===== config.mk =====
export PLATFORM = sky130hd
export DESIGN_NAME = eclk_top
export DESIGN_NICKNAME = d
export VERILOG_FILES = /design/src/hdl/eclk_pkg.sv /design/src/hdl/eclk_freq_counter.sv /design/src/hdl/eclk_top.sv
export SDC_FILE = /design/constraint.sdc
export NUM_CORES = 1
export LEC_CHECK = 0
export ABC_AREA = 1
export BUFFER_PORTS_ARGS = -buffer_cell sky130_fd_sc_hd__buf_4
export CORE_MARGIN = 4
export CORE_UTILIZATION = 30
export DETAILED_ROUTE_END_ITERATION = 6
export GPL_ROUTABILITY_DRIVEN = 0
export GPL_TIMING_DRIVEN = 0
export PLACE_DENSITY = 0.49
export SLEW_MARGIN = 15
export SYNTH_ARGS = -nofsm -noshare
export SYNTH_HDL_FRONTEND = slang
export SYNTH_SLANG_ARGS = --single-unit

===== constraint.sdc =====
create_clock -name mclk -period 2.17 [get_ports mclk]
set_input_delay 0.1085 -clock mclk [delete_from_list [all_inputs] [get_ports mclk]]
set_output_delay 0.1085 -clock mclk [all_outputs]
set_load 0.01 [all_outputs]

===== src/hdl/eclk_pkg.sv =====
package eclk_pkg;

  // ==========================================================================
  // Timing
  // ==========================================================================
  localparam int unsigned MCLK_PERIOD_NS = 10;     // 100 MHz system clock
  localparam int unsigned LF_FREQ_HZ     = 32000;  // External low-frequency clock rate
  localparam int unsigned LF_PERIOD_NS   = 1_000_000_000 / LF_FREQ_HZ;
  // Monitor waits two low-frequency periods before calling the clock dead
  localparam int unsigned LFMON_TIMEOUT_CYC = (2 * LF_PERIOD_NS) / MCLK_PERIOD_NS;
  localparam int unsigned LFMON_W           = 13;

  // ==========================================================================
  // Divider and counter shapes
  // ==========================================================================
  localparam int unsigned CO_DIV_W          = 3;   // Ratio = 2 * (code + 1)
  localparam int unsigned FCNT_CNT_W        = 24;
  localparam int unsigned FCNT_PER_W        = 8;
  localparam int unsigned FCNT_TRIG_PERIODS = 1;   // Trigger periods per capture

  // ==========================================================================
  // Source selections
  // ==========================================================================
  typedef enum logic [1:0] {
    ECLK_LF_INT,
    ECLK_LF_XTAL,
    ECLK_LF_EXT
  } eclk_lf_src_t;

  typedef enum logic [1:0] {
    ECLK_CO_INTERNAL_SYSTEM_OSCILLATOR,
    ECLK_CO_ULP,
    ECLK_CO_LF
  } eclk_co_src_t;

  typedef enum logic [1:0] {
    ECLK_FC_MAIN,
    ECLK_FC_INTERNAL_SYSTEM_OSCILLATOR,
    ECLK_FC_CLKOUT,
    ECLK_FC_EXTIN
  } eclk_fc_src_t;

  typedef enum logic [1:0] {
    ECLK_F_IDLE,
    ECLK_F_ARM,
    ECLK_F_COUNT
  } eclk_fst_t;

  // ==========================================================================
  // Carriers
  // ==========================================================================
  // Raw clock levels, sampled on mclk
  typedef struct packed {
    logic internal_low_freq_oscillator;
    logic low_freq_crystal_oscillator;
    logic ext_low_freq_clock_input;
    logic ext_high_freq_clock_input;
    logic hf_crystal;
    logic hs_alt_source;
    logic internal_system_oscillator;
    logic ultra_low_power_bus_clock;
    logic fcnt_reference;
    logic external_counter_input;
  } eclk_clkin_t;

  // Software control bits from the system control unit
  typedef struct packed {
    logic                select_ext_low_freq_bit;
    logic                low_freq_crystal_oscillator_started;
    logic                lf_monitor_enable;
    logic                select_ext_high_freq_bit;
    logic                high_speed_source_select_bit;
    logic                main_clock_use_high_speed_bit;
    logic                clkout_enable;
    eclk_co_src_t        clkout_source;
    logic [CO_DIV_W-1:0] clkout_divide;
    logic                clkout_to_counter;
    logic                fcnt_start;
    eclk_fc_src_t        fcnt_source;
    logic                fcnt_trigger_external;
  } eclk_ctrl_t;

  // Frequency counter state
  typedef struct packed {
    eclk_fst_t             fst;
    logic [FCNT_CNT_W-1:0] cnt;
    logic [FCNT_PER_W-1:0] per;
    logic                  src_prev;
    logic                  trig_prev;
    logic [FCNT_CNT_W-1:0] result;
    logic                  done;
    logic                  busy;
    logic                  conflict;
  } eclk_fcnt_state_t;

  // Pick one of three levels by a two-bit code
  function automatic logic eclk_pick3(input logic [1:0] sel, input logic a, input logic b,
                                      input logic c);
    logic r;
    r = a;
    if (sel == 2'h1) begin
      r = b;
    end else if (sel == 2'h2) begin
      r = c;
    end
    return r;
  endfunction

endpackage


===== src/hdl/eclk_freq_counter.sv =====
module eclk_freq_counter
  import eclk_pkg::*;
#(
  parameter int unsigned CNT_W        = FCNT_CNT_W,
  parameter int unsigned TRIG_PERIODS = FCNT_TRIG_PERIODS
) (
  // Clock and reset
  input  wire logic             mclk,
  input  wire logic             rst_b,
  // Request
  input  wire logic             start,
  input  wire logic             conflict_in,
  input  wire logic             src_level,
  input  wire logic             trig_level,
  // Answer
  output logic [CNT_W-1:0]      result,
  output logic                  done,
  output logic                  busy,
  output logic                  conflict
);

  // ==========================================================================
  // State
  // ==========================================================================
  eclk_fcnt_state_t s;
  eclk_fcnt_state_t next_s;
  logic             src_rise;
  logic             trig_rise;

  assign src_rise  = src_level && !s.src_prev;
  assign trig_rise = trig_level && !s.trig_prev;

  // Capture: arm on start, then from a trigger edge count source edges over a fixed window
  always_comb begin
    next_s           = s;
    next_s.src_prev  = src_level;
    next_s.trig_prev = trig_level;
    next_s.done      = 1'b0;
    unique case (s.fst)
      ECLK_F_IDLE: begin
        if (start && conflict_in) begin
          next_s.conflict = 1'b1;  // Shared pin in both roles: refused
        end else if (start) begin
          next_s.conflict = 1'b0;
          next_s.busy     = 1'b1;
          next_s.fst      = ECLK_F_ARM;
        end
      end
      ECLK_F_ARM: begin
        if (trig_rise) begin
          next_s.cnt = '0;
          next_s.per = '0;
          next_s.fst = ECLK_F_COUNT;
        end
      end
      ECLK_F_COUNT: begin
        if (src_rise) begin
          next_s.cnt = s.cnt + 1'b1;  // Count source periods
        end
        if (trig_rise) begin
          if (s.per == FCNT_PER_W'(TRIG_PERIODS - 1)) begin
            next_s.result = src_rise ? s.cnt + 1'b1 : s.cnt;
            next_s.done   = 1'b1;
            next_s.busy   = 1'b0;
            next_s.fst    = ECLK_F_IDLE;
          end else begin
            next_s.per = s.per + 1'b1;
          end
        end
      end
    endcase
  end

  // Registers
  always_ff @(posedge mclk) begin
    if (!rst_b) begin
      s <= '0;
    end else begin
      s <= next_s;
    end
  end

  assign result   = s.result;
  assign done     = s.done;
  assign busy     = s.busy;
  assign conflict = s.conflict;
endmodule


===== src/hdl/eclk_top.sv =====
// Operation
// - With crystal not started, the low-frequency monitor watches the external input.
// - External low-frequency selection locks; only boot reset returns to internal sources.
// - High-speed source select must pick the high-frequency clock before main clock use.
// - Use-high-speed bit switches the main clock onto the high-speed source.
// - Clearing use-high-speed returns to system oscillator; mux status flag clears on the same edge as the switch.
// - Clock output sources: system oscillator, ultra-low-power bus clock, low-frequency clock.
// - Clock output divides by even ratios 2 to 16, to pin or counter.
// - Counter counts source periods inside one fixed trigger period.
// - Counter measures main clock, system oscillator, clock output or external input.
module eclk_top
  import eclk_pkg::*;
#(
  parameter int unsigned LFMON_TIMEOUT = LFMON_TIMEOUT_CYC
) (
  // Clock and boot-level reset
  input  wire logic        mclk,
  input  wire logic        rst_b,
  // Clock levels and control bits
  input  wire eclk_clkin_t clk_in,
  input  wire eclk_ctrl_t  ctrl,
  // Generated clocks
  output logic             low_frequency_clock,
  output logic             high_frequency_clock,
  output logic             main_clock,
  output logic             clk_out_pin,
  // Status
  output logic             high_speed_mux_status_flag,
  output logic             lf_ext_locked,
  output logic             lf_monitor_ok,
  // Frequency counter
  output logic [FCNT_CNT_W-1:0] fcnt_result,
  output logic             fcnt_done,
  output logic             fcnt_busy,
  output logic             fcnt_conflict
);

  // ==========================================================================
  // State
  // ==========================================================================
  typedef struct packed {
    logic                lf_locked;
    eclk_lf_src_t        lf_sel;
    logic                lf_out;
    logic                hf_sel;
    logic                hf_out;
    logic                hs_sel;
    logic                hs_out;
    logic                mc_sel;
    logic                mc_out;
    logic                mon_prev;
    logic [LFMON_W-1:0]  mon_cnt;
    logic                mon_ok;
    eclk_co_src_t        co_sel;
    logic                co_prev;
    logic [CO_DIV_W-1:0] co_cnt;
    logic                co_out;
    logic                pin_out;
  } eclk_state_t;

  eclk_state_t  s;
  eclk_state_t  next_s;
  eclk_lf_src_t lf_req;
  logic         lf_cur;
  logic         lf_new;
  logic         hf_cur;
  logic         hf_new;
  logic         hs_cur;
  logic         hs_new;
  logic         mc_cur;
  logic         mc_new;
  logic         mon_lvl;
  logic         mon_rise;
  logic         co_cur;
  logic         co_new;
  logic         co_rise;
  logic         fc_src_lvl;
  logic         fc_trig_lvl;
  logic         fc_conflict;

  // ==========================================================================
  // Source levels for each mux
  // ==========================================================================
  // Locked selection wins over any crystal or internal request
  always_comb begin
    lf_req = ECLK_LF_INT;
    if (s.lf_locked || ctrl.select_ext_low_freq_bit) begin
      lf_req = ECLK_LF_EXT;
    end else if (ctrl.low_freq_crystal_oscillator_started) begin
      lf_req = ECLK_LF_XTAL;
    end
  end

  assign lf_cur = eclk_pick3(s.lf_sel, clk_in.internal_low_freq_oscillator,
                             clk_in.low_freq_crystal_oscillator, clk_in.ext_low_freq_clock_input);
  assign lf_new = eclk_pick3(lf_req, clk_in.internal_low_freq_oscillator,
                             clk_in.low_freq_crystal_oscillator, clk_in.ext_low_freq_clock_input);
  assign hf_cur = s.hf_sel ? clk_in.ext_high_freq_clock_input : clk_in.hf_crystal;
  assign hf_new = ctrl.select_ext_high_freq_bit ? clk_in.ext_high_freq_clock_input
                                                : clk_in.hf_crystal;
  // High-speed path takes the high-frequency clock when selected
  assign hs_cur = s.hs_sel ? s.hf_out : clk_in.hs_alt_source;
  assign hs_new = ctrl.high_speed_source_select_bit ? s.hf_out : clk_in.hs_alt_source;
  assign mc_cur = s.mc_sel ? s.hs_out : clk_in.internal_system_oscillator;
  assign mc_new = ctrl.main_clock_use_high_speed_bit ? s.hs_out
                                                     : clk_in.internal_system_oscillator;
  // Monitor follows the external input unless the crystal was started
  assign mon_lvl  = ctrl.low_freq_crystal_oscillator_started ? clk_in.low_freq_crystal_oscillator
                                      : clk_in.ext_low_freq_clock_input;
  assign mon_rise = mon_lvl && !s.mon_prev;
  assign co_cur   = eclk_pick3(s.co_sel, clk_in.internal_system_oscillator,
                               clk_in.ultra_low_power_bus_clock, s.lf_out);
  assign co_new   = eclk_pick3(ctrl.clkout_source, clk_in.internal_system_oscillator,
                               clk_in.ultra_low_power_bus_clock, s.lf_out);
  assign co_rise  = co_cur && !s.co_prev;

  // ==========================================================================
  // Next state
  // ==========================================================================
  // Every mux moves only while old and new sources are both low
  always_comb begin
    next_s = s;
    // Low-frequency source, sticky once external
    if (ctrl.select_ext_low_freq_bit) begin
      next_s.lf_locked = 1'b1;
    end
    if ((s.lf_sel != lf_req) && !lf_cur && !lf_new) begin
      next_s.lf_sel = lf_req;
    end
    next_s.lf_out = lf_cur;
    // High-frequency source
    if ((s.hf_sel != ctrl.select_ext_high_freq_bit) && !hf_cur && !hf_new) begin
      next_s.hf_sel = ctrl.select_ext_high_freq_bit;
    end
    next_s.hf_out = hf_cur;
    // High-speed source frozen while the main clock may be using it
    if (!s.mc_sel && !ctrl.main_clock_use_high_speed_bit &&
        (s.hs_sel != ctrl.high_speed_source_select_bit) && !hs_cur && !hs_new) begin
      next_s.hs_sel = ctrl.high_speed_source_select_bit;
    end
    next_s.hs_out = hs_cur;
    // Main clock: set moves onto high speed, clear returns to oscillator
    if ((s.mc_sel != ctrl.main_clock_use_high_speed_bit) && !mc_cur && !mc_new) begin
      next_s.mc_sel = ctrl.main_clock_use_high_speed_bit;
    end
    next_s.mc_out = mc_cur;
    // Activity monitor; a dead input drops the flag after the timeout
    next_s.mon_prev = mon_lvl;
    if (!ctrl.lf_monitor_enable) begin
      next_s.mon_cnt = '0;
      next_s.mon_ok  = 1'b0;
    end else if (mon_rise) begin
      next_s.mon_cnt = '0;
      next_s.mon_ok  = 1'b1;
    end else if (s.mon_cnt == LFMON_W'(LFMON_TIMEOUT - 1)) begin
      next_s.mon_ok = 1'b0;
    end else begin
      next_s.mon_cnt = s.mon_cnt + 1'b1;
    end
    // Clock output: toggle every (code + 1) source edges, ratio 2 to 16
    next_s.co_prev = co_cur;
    if ((s.co_sel != ctrl.clkout_source) && !co_cur && !co_new) begin
      next_s.co_sel = ctrl.clkout_source;
    end
    if (!ctrl.clkout_enable) begin
      next_s.co_cnt = '0;
      next_s.co_out = 1'b0;
    end else if (co_rise) begin
      if (s.co_cnt >= ctrl.clkout_divide) begin
        next_s.co_cnt = '0;
        next_s.co_out = !s.co_out;
      end else begin
        next_s.co_cnt = s.co_cnt + 1'b1;
      end
    end
    // Pin sees the divided clock only when it is not routed to the counter
    next_s.pin_out = next_s.co_out && !ctrl.clkout_to_counter;
  end

  // Registers; this reset is the boot-level reset
  always_ff @(posedge mclk) begin
    if (!rst_b) begin
      s <= '0;
    end else begin
      s <= next_s;
    end
  end

  assign low_frequency_clock        = s.lf_out;
  assign high_frequency_clock       = s.hf_out;
  assign main_clock                 = s.mc_out;
  assign clk_out_pin                = s.pin_out;
  assign high_speed_mux_status_flag = s.mc_sel;
  assign lf_ext_locked              = s.lf_locked;
  assign lf_monitor_ok              = s.mon_ok;

  // ==========================================================================
  // Frequency counter
  // ==========================================================================
  // Source choice among four clocks
  always_comb begin
    fc_src_lvl = s.mc_out;
    unique case (ctrl.fcnt_source)
      ECLK_FC_MAIN:   fc_src_lvl = s.mc_out;
      ECLK_FC_INTERNAL_SYSTEM_OSCILLATOR: fc_src_lvl = clk_in.internal_system_oscillator;
      ECLK_FC_CLKOUT: fc_src_lvl = s.co_out;
      ECLK_FC_EXTIN:  fc_src_lvl = clk_in.external_counter_input;
    endcase
  end

  assign fc_trig_lvl = ctrl.fcnt_trigger_external ? clk_in.external_counter_input
                                                  : clk_in.fcnt_reference;
  // The shared pin cannot serve both roles in one capture
  assign fc_conflict = ctrl.fcnt_trigger_external && (ctrl.fcnt_source == ECLK_FC_EXTIN);

  eclk_freq_counter #(
    .CNT_W        (FCNT_CNT_W),
    .TRIG_PERIODS (FCNT_TRIG_PERIODS)
  ) eclk_freq_counter_i (
    .mclk        (mclk),
    .rst_b       (rst_b),
    .start       (ctrl.fcnt_start),
    .conflict_in (fc_conflict),
    .src_level   (fc_src_lvl),
    .trig_level  (fc_trig_lvl),
    .result      (fcnt_result),
    .done        (fcnt_done),
    .busy        (fcnt_busy),
    .conflict    (fcnt_conflict)
  );
endmodule


==> results.cfg <==
[outcome]
status = finished clean

[global_route]
grt_pass1_wl_um = 22590
grt_max_degree = 17
antenna_found_initial = 0
grt_pass1_vias = 4619
grt-ovfl-total = 0
track_usage_pct = 13.95

[placed_design]
placedInstanceArea_um2 = 6026
dp.final_hpwl_um = 9884
io_buffer_count = 62
dp_slack_ns = 0.2071

[sta]
fmax_mhz = 517.8
rsz0062_at_grt = no
relSlewSlack_pct = 52.51
fin_crit_ns = 1.931
finalSetupTns_ns = 0
slew_viol_final = 0
fin_crit_sh_pct = 89.00
setup_viol = 0
worst_slew_pin_slew_ns = 0.7123
finalWorstSetupSlack_ns = 0.2387
clock-skew-final_ns = 0.01164
hold_viol = 0

[setup_path]
critical_path_class = reg -> reg
rr_worst_depth = 8
required_ns = 2.46
startpoint = eclk_freq_counter_i.s[61]
cp-end-kind = register
critPathCapture = eclk_freq_counter_i.result[20]
reg2reg_slack_ns = 0.24
cp_max_fo = 10
cp.arrival_ns = 2.22
r2r-start = eclk_freq_counter_i.s[61]
startpoint_type = register
r2r-end = eclk_freq_counter_i.result[20]

[floorplan]
start_util_pct = 30.52
row_count = 48
die_h_um = 140.7
dieArea_um2 = 19780
ioPinCount = 63
coreArea_um2 = 17300
fp.dieW_um = 140.7

[cts]
clk_path_buf_depth = 2
postCtsSetupRepairBufs = 0
clock_sinks = 96
clk_latency_ns = 0.35
h-tree-depth = 3
cts_buffers = 9
cts_tree = done
cts-root-buf = clkbuf_16
cts.clk_slew.worst_paths_ns = 0.07
cts.repair.resized = 0

[synth]
synth_warnings = 0
ys_seq_area_share_pct = 36.41
netlist.area_leader.share_pct = 36.41
yosys-top-cells-area = dfxtp_1 (36%), nand2_1 (13%), inv_1 (7.5%)
synth_cells = 793
syn_avg_cell_area_um2 = 6.657
synth_cell_type_count = 33
synthesis.area_um2 = 5279
ys_ff_latch = 96
yosys.area.top_type = dfxtp_1
synth_fp_nets = 835

[power]
p_sw_mw = 1.659
power_density_nw_per_um2 = 800.7
p_int_mw = 3.478
pwr-share-clk_pct = 34.4
power_frac_comb_pct = 27.0
p_leak_nw = 2.854
swShare_pct = 32.30
ir_worst_vdd_mv = 0.3840
pwr-share-seq_pct = 38.6

[hold_path]
hold_class = in -> reg

[routing]
drcViolationCount = 0
vias = 4861
totalWireLength_um = 13300
ant_nets = 0
via_per_inst = 4.411
drt-initial-drc-count = 214
dr.pass1.iters = 4
routedWlPerCell_um = 12.07

[cells_and_area]
final_common_cell = nand2_1
syn_to_final_growth_pct = 21.52
final_cell_area_um2 = 6415
nets = 914
final_cell_mix = nand2_1 (186), inv_1 (106), nor2_1 (106)
drive_gt1_share_pct = 16.08
insertedDiodeCount = 0

[job]
drv_cap = 0
## how the worst min path moves through the flow
stage	from	to	slack, ns	depth (start not counted)
6_report	clk_in[6]	high_frequency_clock	0.02	3
5_1_grt	clk_in[6]	high_frequency_clock	0.03	3
4_1_cts	clk_in[6]	high_frequency_clock	0.006	3
3_5_place_dp	ctrl[4]	clk_out_pin	0.27	2
3_3_place_gp	ctrl[4]	clk_out_pin	0.27	2
2_1_floorplan	ctrl[4]	clk_out_pin	0.18	1
## logic make-up after synthesis
family	count (synthesis)	synth area share, %
simple gates	400	32.83
buf+inv	155	13.72
compound gates	116	11.80
flops	96	36.41
xor+xnor	13	2.157
fa+ha+maj	13	3.081
## flip-flops by register name, indices dropped and copies added, names as in the netlist
register / cells
high_speed_mux_status_flag: 1
lf_ext_locked: 1
main_clock: 1
eclk_freq_counter_i.result: 24
eclk_freq_counter_i.busy: 1
s: 26
eclk_freq_counter_i.done: 1
lf_monitor_ok: 1
high_frequency_clock: 1
clk_out_pin: 1
eclk_freq_counter_i.conflict: 1
eclk_freq_counter_i.s: 36
low_frequency_clock: 1
## cell usage after synthesis (all sizes together)
| master | number |
|---|---|
| clkbuf | 6 |
| nand2 | 190 |
| buf | 39 |
| dfxtp | 96 |
| nand3b | 8 |
| o21a | 3 |
| nor2 | 116 |
| o211ai | 4 |
| xor2 | 9 |
| a21oi | 60 |
| nand3 | 48 |
| inv | 110 |
| o21ai | 48 |
| or2 | 1 |
| ha | 13 |
| nor4 | 1 |
| nor3 | 14 |
| o21bai | 1 |
| xnor2 | 4 |
| nand4 | 22 |
## final cells by class
class | count | area (µm²)
fillers | 1920 | 10880
multi-input cells | 542 | 2633
flip-flops and latches | 96 | 1922
repair buffers | 68 | 525.5
inverters | 110 | 412.9
plain buffers | 45 | 311.5
well taps | 225 | 281.5
clock buffers | 10 | 239.0
clock inverters | 6 | 90.09
## metal layers
| metal | vias up | global-route usage (%) | part of all wire, % |
|---|---|---|---|
| met5 | - | 0 | 0 |
| met4 | 0 | 4.335 | 1.1 |
| met3 | 8 | 3.121 | 3.5 |
| met2 | 69 | 22.33 | 45 |
| met1 | 2130 | 18.80 | 50 |
| li1 | 2654 | - | - |
## per-stage QoR
stage                     util (%)  power [mW]  hold slack (ns)  instances
after floorplan                  -       2.930           0.1809        793
after global placement       34.84       3.428           0.2667       1080
after detailed placement     34.84       3.419           0.2693       1080
after CTS                    37.09       5.231         0.005723       1102
after global routing         37.09       5.473          0.03174       1102
final                        37.09       5.137          0.01735       1102
## worst max-delay path, stage by stage, from the launching register on
cell,delay (ns)
dfxtp_1,0.33
inv_1,0.07
ha_1,0.26
inv_2,0.16
nor2_2,0.08
nand2_2,0.22
clkbuf_1,0.52
o21ai_1,0.16
inv_1,0.07
## power by group through the flow
stage	sequential [mW]	combinational (mW)	clock, mW
global placement	2.02	1.40	0
floorplan	2.01	0.918	0
finish	1.98	1.39	1.77
CTS	1.98	1.41	1.84
detailed placement	2.03	1.39	0
global route	2.00	1.57	1.90
## repair_timing
item,4_1_cts,5_1_grt
hold buffers,6,0
setup endpoints to repair,0,0
endpoints found under the hold margin,4,0
(Power assumes the default switching activity.)
